**config.mk**
```make
export PLATFORM = sky130hd
export DESIGN_NAME = ledmg_top
export DESIGN_NICKNAME = d
export VERILOG_FILES = /design/src/ledmg_pkg.sv /design/src/ledmg_top.sv
export SDC_FILE = /design/constraint.sdc
export NUM_CORES = 2
export LEC_CHECK = 0
export BUFFER_PORTS_ARGS = -buffer_cell sky130_fd_sc_hd__buf_2
export CAP_MARGIN = 10
export CORE_MARGIN = 4
export CORE_UTILIZATION = 55
export CTS_CLUSTER_SIZE = 24
export DETAILED_ROUTE_END_ITERATION = 8
export MAX_ROUTING_LAYER = met4
export PLACE_DENSITY = 0.78
export SYNTH_ARGS = -nofsm -noshare
export SYNTH_HDL_FRONTEND = slang
export SYNTH_SLANG_ARGS = --single-unit
```
**constraint.sdc**
```tcl
create_clock -name CLK -period 5.3 [get_ports CLK]
set_clock_uncertainty 0.15 [all_clocks]
set_input_delay 0.795 -clock CLK [delete_from_list [all_inputs] [get_ports CLK]]
set_output_delay 0.795 -clock CLK [all_outputs]
set_load 0.005 [all_outputs]
```
**src/ledmg_pkg.sv**
```systemverilog
package ledmg_pkg;
	// Register offsets
	localparam logic [6:0] OFF_MODE_CFG = 7'h00;
	localparam logic [6:0] OFF_MODE_STAT = 7'h01;
	localparam logic [6:0] OFF_STATE_SEL0 = 7'h02;
	localparam logic [6:0] OFF_STATE_SEL3 = 7'h05;
	localparam logic [6:0] OFF_GRP_DUTY = 7'h06;
	localparam logic [6:0] OFF_GRP_PERIOD = 7'h07;
	localparam logic [6:0] OFF_CHAN_DUTY0 = 7'h08;
	localparam logic [6:0] OFF_CHAN_DUTY15 = 7'h17;
	localparam logic [6:0] OFF_BCAST_DUTY = 7'h44;
	localparam logic [6:0] OFF_FAULT0 = 7'h46;
	localparam logic [6:0] OFF_FAULT3 = 7'h49;
	// Field positions, first mode register
	localparam int B_AUTOINC_FLAG = 7;
	localparam int B_AUTOINC_HI = 6;
	localparam int B_AUTOINC_LO = 5;
	localparam int B_SLEEP = 4;
	localparam int B_SUBADDR1_RESPOND = 3;
	localparam int B_SUBADDR2_RESPOND = 2;
	localparam int B_SUBADDR3_RESPOND = 1;
	localparam int B_BCAST = 0;
	// Field positions, second mode register
	localparam int B_THERMAL = 7;
	localparam int B_ERROR = 6;
	localparam int B_BLINK_SEL = 5;
	localparam int B_FAULT_CLR = 4;
	localparam int B_UPD_ACK = 3;
	localparam int B_EXP_CURVE = 2;
	localparam int B_RSVD1 = 0;
	// Values after reset, and the full-duty code
	localparam logic [2:0] RST_SUB = 3'h4;
	localparam logic RST_BCAST = 1'b1;
	localparam logic [1:0] RST_STATE = 2'h2;
	localparam logic [7:0] RST_GRP_DUTY = 8'hFF;
	localparam logic [7:0] RST_GRP_PERIOD = 8'h00;
	localparam logic [7:0] RST_CHAN_DUTY = 8'h00;
	localparam logic [7:0] DUTY_FULL = 8'hFF;
	// Output-state codes
	localparam logic [1:0] ST_OFF = 2'h0;
	localparam logic [1:0] ST_ON = 2'h1;
	localparam logic [1:0] ST_PWM = 2'h2;
	localparam logic [1:0] ST_GRP = 2'h3;
	// Timing
	localparam longint CLK_HZ = 64'd25000000;
	localparam longint WAKE_US = 64'd500;
	localparam int WAKE_CYC = int'(WAKE_US * CLK_HZ / 64'd1000000);
	localparam longint CHAN_HZ = 64'd31250;
	localparam int CHAN_CYC = int'(CLK_HZ / CHAN_HZ);
	localparam int DUTY_STEPS = 256;
	localparam longint BLINK_DIV_X100 = 64'd1526;
	localparam int BLINK_STEP_CYC =
		int'(CLK_HZ * 64'd100 / (BLINK_DIV_X100 * 64'd256));

	typedef enum logic [1:0] {OSC_RUN, OSC_OFF, OSC_WAKE} ledmg_osc_t;

	typedef struct packed {
		logic we;
		logic re;
		logic [6:0] addr;
		logic [7:0] wdata;
	} ledmg_bus_t;
endpackage : ledmg_pkg

```
**src/ledmg_top.sv**
```systemverilog
`timescale 1ns/1ps
module ledmg_top #(
	parameter int CHANNELS = 16,
	parameter int WAKE_CYC = ledmg_pkg::WAKE_CYC,
	parameter int BLINK_STEP_CYC = ledmg_pkg::BLINK_STEP_CYC
) (
	// Clock and reset
	input wire logic CLK,
	input wire logic RST,
	// Register access from the serial bus engine
	input wire ledmg_pkg::ledmg_bus_t BUS_REQ,
	input wire logic BUS_ACK,
	input wire logic BUS_STOP,
	output logic [7:0] BUS_RDATA,
	// Address response enables and auto-increment range
	output logic [2:0] SUBADDR_EN,
	output logic BCAST_EN,
	output logic [1:0] AUTOINC_RANGE,
	// Oscillator and gradation control
	output logic OSC_RUN,
	output logic EXP_CURVE,
	// Fault detection
	input wire logic [15:0] FAULT_OPEN,
	input wire logic [15:0] FAULT_SHORT,
	input wire logic THERMAL,
	// LED pins
	input wire logic OE_N,
	output logic [15:0] LED
);
	localparam int CW = $clog2(ledmg_pkg::CHAN_CYC);
	localparam int PW = $clog2(BLINK_STEP_CYC + 1);
	localparam int WW = $clog2(WAKE_CYC + 1);

	logic [1:0] autoinc_range_r;
	logic sleep_r;
	logic [2:0] subaddr_respond_r;
	logic broadcast_respond_r;
	logic group_blink_select_r;
	logic update_on_ack_r;
	logic exp_curve_select_r;
	logic thermal_flag_r;
	logic [2*CHANNELS-1:0] fault_flags_r;
	logic [2*CHANNELS-1:0] sel_sh_r;
	logic [2*CHANNELS-1:0] sel_r;
	logic [7:0] gduty_sh_r;
	logic [7:0] gduty_r;
	logic [7:0] gperiod_sh_r;
	logic [7:0] gperiod_r;
	logic [7:0] duty_sh_r [CHANNELS];
	logic [7:0] duty_r [CHANNELS];
	logic [7:0] rdata_r;
	ledmg_pkg::ledmg_osc_t osc_r;
	logic [WW-1:0] wake_cnt_r;
	logic [CW-1:0] chan_cnt_r;
	logic [7:0] gphase_r;
	logic [PW-1:0] pre_r;
	logic [7:0] bsub_r;
	logic [CHANNELS-1:0] led_r;
	logic osc_run_r;
	logic osc_run;
	logic upd;
	logic wr;
	logic clr;
	logic chan_wrap;
	logic gstep;
	logic grp_on;
	logic [6:0] a;
	logic [7:0] d;

	assign a = BUS_REQ.addr;
	assign d = BUS_REQ.wdata;
	assign wr = BUS_REQ.we;
	assign osc_run = osc_run_r;
	assign upd = update_on_ack_r ? BUS_ACK : BUS_STOP;
	assign clr = wr && a == ledmg_pkg::OFF_MODE_STAT
		&& d[ledmg_pkg::B_FAULT_CLR];
	assign chan_wrap = (chan_cnt_r == CW'(ledmg_pkg::CHAN_CYC - 1));

	// First mode register
	always_ff @(posedge CLK) begin
		if (RST) begin
			autoinc_range_r <= 2'h0;
			sleep_r <= 1'b0;
			subaddr_respond_r <= ledmg_pkg::RST_SUB;
			broadcast_respond_r <= ledmg_pkg::RST_BCAST;
		end else if (wr && a == ledmg_pkg::OFF_MODE_CFG) begin
			autoinc_range_r <= d[ledmg_pkg::B_AUTOINC_HI:
				ledmg_pkg::B_AUTOINC_LO];
			sleep_r <= d[ledmg_pkg::B_SLEEP];
			subaddr_respond_r <= d[ledmg_pkg::B_SUBADDR1_RESPOND:
				ledmg_pkg::B_SUBADDR3_RESPOND];
			broadcast_respond_r <= d[ledmg_pkg::B_BCAST];
		end
	end

	// Second mode register
	always_ff @(posedge CLK) begin
		if (RST) begin
			group_blink_select_r <= 1'b0;
			update_on_ack_r <= 1'b0;
			exp_curve_select_r <= 1'b0;
			thermal_flag_r <= 1'b0;
		end else begin
			thermal_flag_r <= THERMAL;
			if (wr && a == ledmg_pkg::OFF_MODE_STAT) begin
				group_blink_select_r <= d[ledmg_pkg::B_BLINK_SEL];
				update_on_ack_r <= d[ledmg_pkg::B_UPD_ACK];
				exp_curve_select_r <= d[ledmg_pkg::B_EXP_CURVE];
			end
		end
	end

	// Fault flags: a new fault wins over a clear
	always_ff @(posedge CLK) begin
		if (RST) begin
			fault_flags_r <= '0;
		end else begin
			for (int i = 0; i < CHANNELS; i++) begin
				fault_flags_r[2*i] <= (fault_flags_r[2*i] && !clr)
					|| FAULT_OPEN[i];
				fault_flags_r[2*i+1] <= (fault_flags_r[2*i+1] && !clr)
					|| FAULT_SHORT[i];
			end
		end
	end

	// Output settings: shadow written by bus, active loaded at update
	always_ff @(posedge CLK) begin
		if (RST) begin
			sel_sh_r <= {CHANNELS{ledmg_pkg::RST_STATE}};
			gduty_sh_r <= ledmg_pkg::RST_GRP_DUTY;
			gperiod_sh_r <= ledmg_pkg::RST_GRP_PERIOD;
			for (int i = 0; i < CHANNELS; i++) begin
				duty_sh_r[i] <= ledmg_pkg::RST_CHAN_DUTY;
			end
		end else if (wr) begin
			for (int r = 0; r < CHANNELS / 4; r++) begin
				if (a == 7'(ledmg_pkg::OFF_STATE_SEL0 + r)) begin
					sel_sh_r[8*r +: 8] <= d;
				end
			end
			if (a == ledmg_pkg::OFF_GRP_DUTY) begin
				gduty_sh_r <= d;
			end
			if (a == ledmg_pkg::OFF_GRP_PERIOD) begin
				gperiod_sh_r <= d;
			end
			for (int i = 0; i < CHANNELS; i++) begin
				if (a == 7'(ledmg_pkg::OFF_CHAN_DUTY0 + i)
					|| a == ledmg_pkg::OFF_BCAST_DUTY) begin
					duty_sh_r[i] <= d;
				end
			end
		end
	end

	always_ff @(posedge CLK) begin
		if (RST) begin
			sel_r <= {CHANNELS{ledmg_pkg::RST_STATE}};
			gduty_r <= ledmg_pkg::RST_GRP_DUTY;
			gperiod_r <= ledmg_pkg::RST_GRP_PERIOD;
			for (int i = 0; i < CHANNELS; i++) begin
				duty_r[i] <= ledmg_pkg::RST_CHAN_DUTY;
			end
		end else if (upd) begin
			sel_r <= sel_sh_r;
			gduty_r <= gduty_sh_r;
			gperiod_r <= gperiod_sh_r;
			duty_r <= duty_sh_r;
		end
	end

	// Read data, one cycle after the read strobe
	always_ff @(posedge CLK) begin
		if (RST) begin
			rdata_r <= 8'h00;
		end else if (BUS_REQ.re) begin
			rdata_r <= 8'h00;
			if (a == ledmg_pkg::OFF_MODE_CFG) begin
				rdata_r <= {1'b1, autoinc_range_r, sleep_r,
					subaddr_respond_r, broadcast_respond_r};
			end else if (a == ledmg_pkg::OFF_MODE_STAT) begin
				rdata_r <= {thermal_flag_r, |fault_flags_r,
					group_blink_select_r, 1'b0, update_on_ack_r,
					exp_curve_select_r, 2'h1};
			end else if (a >= ledmg_pkg::OFF_STATE_SEL0
				&& a <= ledmg_pkg::OFF_STATE_SEL3) begin
				rdata_r <= sel_sh_r[8*(a-ledmg_pkg::OFF_STATE_SEL0) +: 8];
			end else if (a == ledmg_pkg::OFF_GRP_DUTY) begin
				rdata_r <= gduty_sh_r;
			end else if (a == ledmg_pkg::OFF_GRP_PERIOD) begin
				rdata_r <= gperiod_sh_r;
			end else if (a >= ledmg_pkg::OFF_CHAN_DUTY0
				&& a <= ledmg_pkg::OFF_CHAN_DUTY15) begin
				rdata_r <= duty_sh_r[4'(a - ledmg_pkg::OFF_CHAN_DUTY0)];
			end else if (a >= ledmg_pkg::OFF_FAULT0
				&& a <= ledmg_pkg::OFF_FAULT3) begin
				rdata_r <= fault_flags_r[8*(a-ledmg_pkg::OFF_FAULT0) +: 8];
			end
		end
	end

	// Oscillator: off in sleep, wake-up delay after sleep clears
	always_ff @(posedge CLK) begin
		if (RST) begin
			osc_r <= ledmg_pkg::OSC_RUN;
			osc_run_r <= 1'b1;
			wake_cnt_r <= '0;
		end else if (sleep_r) begin
			osc_r <= ledmg_pkg::OSC_OFF;
			osc_run_r <= 1'b0;
			wake_cnt_r <= WW'(WAKE_CYC - 1);
		end else begin
			unique case (osc_r)
				ledmg_pkg::OSC_OFF: osc_r <= ledmg_pkg::OSC_WAKE;
				ledmg_pkg::OSC_WAKE: begin
					if (wake_cnt_r == '0) begin
						osc_r <= ledmg_pkg::OSC_RUN;
						osc_run_r <= 1'b1;
					end else begin
						wake_cnt_r <= wake_cnt_r - 1'b1;
					end
				end
				ledmg_pkg::OSC_RUN: osc_r <= ledmg_pkg::OSC_RUN;
				default: begin
					osc_r <= ledmg_pkg::OSC_OFF;
					osc_run_r <= 1'b0;
				end
			endcase
		end
	end

	// Channel period counter, frozen while oscillator is off
	always_ff @(posedge CLK) begin
		if (RST) begin
			chan_cnt_r <= '0;
		end else if (osc_run) begin
			chan_cnt_r <= chan_wrap ? '0 : chan_cnt_r + 1'b1;
		end
	end

	// Blink step: (period code + 1) prescaler steps per phase step
	always_ff @(posedge CLK) begin
		if (RST) begin
			pre_r <= '0;
			bsub_r <= 8'h00;
		end else if (osc_run && group_blink_select_r) begin
			if (pre_r == PW'(BLINK_STEP_CYC - 1)) begin
				pre_r <= '0;
				bsub_r <= (bsub_r >= gperiod_r) ? 8'h00 : bsub_r + 1'b1;
			end else begin
				pre_r <= pre_r + 1'b1;
			end
		end
	end

	assign gstep = group_blink_select_r
		? (pre_r == PW'(BLINK_STEP_CYC - 1) && bsub_r >= gperiod_r)
		: chan_wrap;

	// Group phase, one of 256 steps per group period
	always_ff @(posedge CLK) begin
		if (RST) begin
			gphase_r <= 8'h00;
		end else if (osc_run && gstep) begin
			gphase_r <= gphase_r + 1'b1;
		end
	end

	assign grp_on = gphase_r < gduty_r;

	// Per-channel output stage
	for (genvar i = 0; i < CHANNELS; i++) begin : g_chan
		logic [12:0] prod;
		logic [CW-1:0] thr;
		logic pwm_on;
		logic [1:0] st;
		assign prod = 13'(duty_r[i]) * 13'd25;
		assign thr = CW'(prod[12:3]);
		assign pwm_on = (duty_r[i] == ledmg_pkg::DUTY_FULL)
			|| (chan_cnt_r < thr);
		assign st = sel_r[2*i +: 2];
		always_ff @(posedge CLK) begin
			if (RST) begin
				led_r[i] <= 1'b0;
			end else begin
				unique case (st)
					ledmg_pkg::ST_OFF: led_r[i] <= 1'b0;
					ledmg_pkg::ST_ON: led_r[i] <= !OE_N;
					ledmg_pkg::ST_PWM:
						led_r[i] <= osc_run && pwm_on && !OE_N;
					ledmg_pkg::ST_GRP:
						led_r[i] <= osc_run && pwm_on && grp_on
							&& !OE_N;
				endcase
			end
		end
	end

	assign BUS_RDATA = rdata_r;
	assign SUBADDR_EN = subaddr_respond_r;
	assign BCAST_EN = broadcast_respond_r;
	assign AUTOINC_RANGE = autoinc_range_r;
	assign OSC_RUN = osc_run;
	assign EXP_CURVE = exp_curve_select_r;
	assign LED = led_r;

	property p_autoinc_reads;
		@(posedge CLK) disable iff (RST)
		BUS_REQ.re && a == ledmg_pkg::OFF_MODE_CFG |=> BUS_RDATA[7];
	endproperty
	a_autoinc_reads: assert property (p_autoinc_reads)
		else $error("auto-increment flag read as zero");
	property p_sleep_stops;
		@(posedge CLK) disable iff (RST)
		sleep_r |=> !OSC_RUN;
	endproperty
	a_sleep_stops: assert property (p_sleep_stops)
		else $error("oscillator runs in sleep");
	property p_wake;
		@(posedge CLK) disable iff (RST)
		osc_r == ledmg_pkg::OSC_WAKE && wake_cnt_r == '0 && !sleep_r
		|=> OSC_RUN;
	endproperty
	a_wake: assert property (p_wake)
		else $error("oscillator did not start after wake delay");
	property p_stopped_dark;
		@(posedge CLK) disable iff (RST)
		!osc_run && sel_r[7] |=> !LED[3];
	endproperty
	a_stopped_dark: assert property (p_stopped_dark)
		else $error("modulated output lit with oscillator off");
	property p_bcast;
		@(posedge CLK) disable iff (RST)
		wr && a == ledmg_pkg::OFF_MODE_CFG |=> BCAST_EN == $past(d[0]);
	endproperty
	a_bcast: assert property (p_bcast)
		else $error("broadcast enable not updated");
	property p_fault_set;
		@(posedge CLK) disable iff (RST)
		FAULT_OPEN[0] ##1 BUS_REQ.re && a == ledmg_pkg::OFF_MODE_STAT
		|=> BUS_RDATA[ledmg_pkg::B_ERROR];
	endproperty
	a_fault_set: assert property (p_fault_set)
		else $error("error summary not set by fault");
	property p_clear;
		@(posedge CLK) disable iff (RST)
		clr && !(|FAULT_OPEN) && !(|FAULT_SHORT) |=> fault_flags_r == '0;
	endproperty
	a_clear: assert property (p_clear)
		else $error("fault flags survive clear");
	property p_hold;
		@(posedge CLK) disable iff (RST)
		!upd |=> $stable(sel_r) && $stable(gduty_r);
	endproperty
	a_hold: assert property (p_hold)
		else $error("settings changed outside update event");
	property p_off;
		@(posedge CLK) disable iff (RST)
		sel_r[1:0] == ledmg_pkg::ST_OFF |=> !LED[0];
	endproperty
	a_off: assert property (p_off)
		else $error("off output lit");
	property p_full;
		@(posedge CLK) disable iff (RST)
		sel_r[3:2] == ledmg_pkg::ST_ON |=> LED[1] == !$past(OE_N);
	endproperty
	a_full: assert property (p_full)
		else $error("fully-on output wrong");
	property p_group_gate;
		@(posedge CLK) disable iff (RST)
		sel_r[7:6] == ledmg_pkg::ST_GRP && !grp_on |=> !LED[3];
	endproperty
	a_group_gate: assert property (p_group_gate)
		else $error("group overlay did not gate output");
	property p_chan_wrap;
		@(posedge CLK) disable iff (RST)
		osc_run && chan_wrap |=> chan_cnt_r == '0;
	endproperty
	a_chan_wrap: assert property (p_chan_wrap)
		else $error("channel period wrong");
endmodule : ledmg_top

```
==> qor.csv <==
metric,value,unit
seq_area_frac_synth,28.3,%
ys_warn_count,0,
finalCritPeriodShare,77.0,%
p_sw,1.91,mW
tightest_slew,1140,ps
start_kind,flip-flop,
register_area,9510,µm²
synth_area_leaders,"dfxtp_1, ha_1, nand2_1",
outcome,"complete, no violations",
clkSlewWorstSetupHoldPaths,70,ps
synth_edf_count,0,
ctsLongestPathBuffers,3,
ctsResizeCount,0,
cap_violations,0,
initial_core_util,55.6,%
path_cells,ha_1 > ha_1 > fa_1 > ha_1 > nor2b_1 > o21ai_0 > a21oi_1 > o21a_1 > o41a_1 > xnor2_1 > ha_1 > a21o_1 > nand2_1 > nand3_1 > a221o_1 > nand2_1,
p_int,5.96,mW
insertion_delay,590,ps
grt_usage,27.5,%
syn_to_final_growth,7.96,%
wirelength,87600,µm
synth_top_family_by_area,adder cells,
overflow,0,
synth-simple-area-share,15.7,%
swShare,24.3,%
synthAdderAreaFrac,26.7,%
post_cts_buffers,0,
pin_count,87,
hold_buffers,0,
grt_max_degree,153,
multi_input_area,22500,µm²
crit_type,flip-flop to flip-flop,
drtIter0Drc,2208,
die_w,255,µm
grt_pass1_wl,140000,µm
cts_buffers,50,
cellPowerDensity,217,nW/µm²
synth_cell_types,91,
slowest_delay,470,ps
htreeDepth,2,
syn_nets,4458,
synth_compound_area_share,11.8,%
drc,0,
max_freq,245,MHz
fp-row-count,90,
tritoncts,yes,
cp_common_cell,ha_1,
final-setup-viol-count,0,
die_h,255,µm
globalplace.congestion,0.968,
grt_pass1_vias,26000,
maxSlewHeadroom,22.5,%
netlist_instances,3715,
antenna_found_initial,5,
syn_area_per_cell,9.05,µm²
fin_crit,4080,ps
crit_required,5690,ps
crit_fanout,4,
vdd_drop_max,0.000270,V
vias,26900,
viasPerCell,5.91,
first_pass_iters,6,
fin_ws,1220,ps
synth_ff_type,dfxtp_1,
muxShareOfSynthArea,8.39,%
wl_per_cell,19.2,µm
hpwl,62800,µm
min_path_type,input port to flip-flop,
final_nets,4473,
place_ws,1270,ps
cp.arrival,4470,ps
cp_top_family,adder cells,
rsz0062_at_grt,false,
setup_tns,0,ps
synth_xor_area_share,4.38,%
synth_top_area_share,28.3,%
final_layout_size_suffix_gt1_share,8.10,%
finalMaxSlewViolations,0,
pwr-share-comb,6.7,%
cts-root-buf,clkbuf_16,
syn_area,33600,µm²
cts_sinks,475,
port_buffers,86,
yosys.area.top_type,dfxtp_1,
ant_nets,0,
ys_ff_latch,475,
critPathBufInv,0,
dieArea,65100,µm²
finalHoldViolCount,0,
async_flop_share,0,%
cp_slowest_cell,fa_1,
power_frac_seq,46.4,%
end_kind,flip-flop,
coreArea,60500,µm²
fillers,4983,
power_leakage,17.6,nW
power_frac_clock,46.9,%
layout by cell type (no fill, tap or decap), drive strengths merged, types with 54 or more instances in the layout:
| cell type | Yosys | layout |
|---|---|---|
| clkbuf | 108 | 70 |
| mux2i | 161 | 161 |
| nand2 | 522 | 522 |
| inv | 245 | 251 |
| o21ai | 86 | 86 |
| xnor2 | 54 | 54 |
| buf | 38 | 109 |
| xor2 | 114 | 114 |
| nor2 | 333 | 333 |
| dfxtp | 475 | 475 |
| ha | 640 | 640 |
| a21oi | 277 | 277 |
per-layer routing:
layer	wire length, µm	track usage, %
met5	0	-
met3	5830	4.65
met1	37900	35.6
met2	40400	43.9
met4	3470	9.35
path summary, 6_finish.rpt:
kind                 start                to  slack, ps  depth (start not counted)
max reg2reg     duty_r[19]           LED[13]       1220                         16
min          FAULT_OPEN[0]  fault_flags_r[0]        260                          3
max             duty_r[19]           LED[13]       1220                         16
min reg2reg   gperiod_r[3]      gperiod_r[3]        300                          2
cell usage after synthesis (13+ instances only):
master,instances
a2111oi_0,16
a211o_1,16
a211oi_1,18
a21boi_0,14
a21o_1,48
a21oi_1,272
buf_2,16
clkbuf_1,102
dfxtp_1,475
fa_1,48
ha_1,640
inv_1,245
mux2i_1,161
mux4_2,51
nand2_1,521
nand2b_1,37
nand3_1,52
nand3b_1,53
nand4_1,32
nor2_1,331
nor2b_1,22
nor3_1,35
o2111ai_1,24
o21a_1,16
o21ai_0,75
or2_2,14
or4_1,13
xnor2_1,54
xor2_1,114
metrics by stage:
stage / util (%) / cell area [µm²] / hold slack [ps] / instances / power, mW
floorplan: - / 33600 / 282 / 3715 / 4.08
global placement: 57.1 / 34600 / 292 / 4459 / 4.24
detailed placement: 57.1 / 34600 / 294 / 4459 / 4.25
CTS: 60.0 / 36300 / 241 / 4548 / 7.90
global route: 60.0 / 36300 / 255 / 4553 / 8.10
finish: 60.0 / 36300 / 260 / 4553 / 7.87
cells by family after synthesis:
| logic type | Yosys count |
|---|---|
| simple gates | 1171 |
| flops | 475 |
| buf+inv | 391 |
| mux | 216 |
| xor+xnor | 168 |
| compound gates | 606 |
| fa+ha+maj | 688 |
power by group through the flow:
stage               registers (mW)  clock network [mW]  logic, mW
finish                        3.66                3.69      0.527
global route                  3.66                3.87      0.574
CTS                           3.66                3.72      0.521
detailed placement            3.73                   0      0.517
global placement              3.73                   0      0.510
floorplan                     3.72                   0      0.358
layout make-up:
cell class	count	share of cell area (%)
Sequential cell	475	26.2
Clock buffer	70	4.11
Inverter	245	2.53
Timing Repair Buffer	109	1.73
Multi-Input combinational cell	2849	62.1
Tap cell	782	2.70
Antenna cell	4	0.0276
Clock inverter	19	0.631
tightest hold or removal path: cells and delay by family:
| kind | cells | cell delay (ps) |
|---|---|---|
| compound gates | 1 | 30 |
| buf+inv | 1 | 70 |
| simple gates | 1 | 60 |
registers in the layout (all words and copies together), names as in the netlist, 10 cells and up:
name / count
LED: 16
sel_r: 32
sel_sh_r: 32
duty_sh_r: 128
wake_cnt_r: 14
fault_flags_r: 32
duty_r: 128
pre_r: 13
chan_cnt_r: 10
Note: power is estimated with default switching activity, not from simulation.
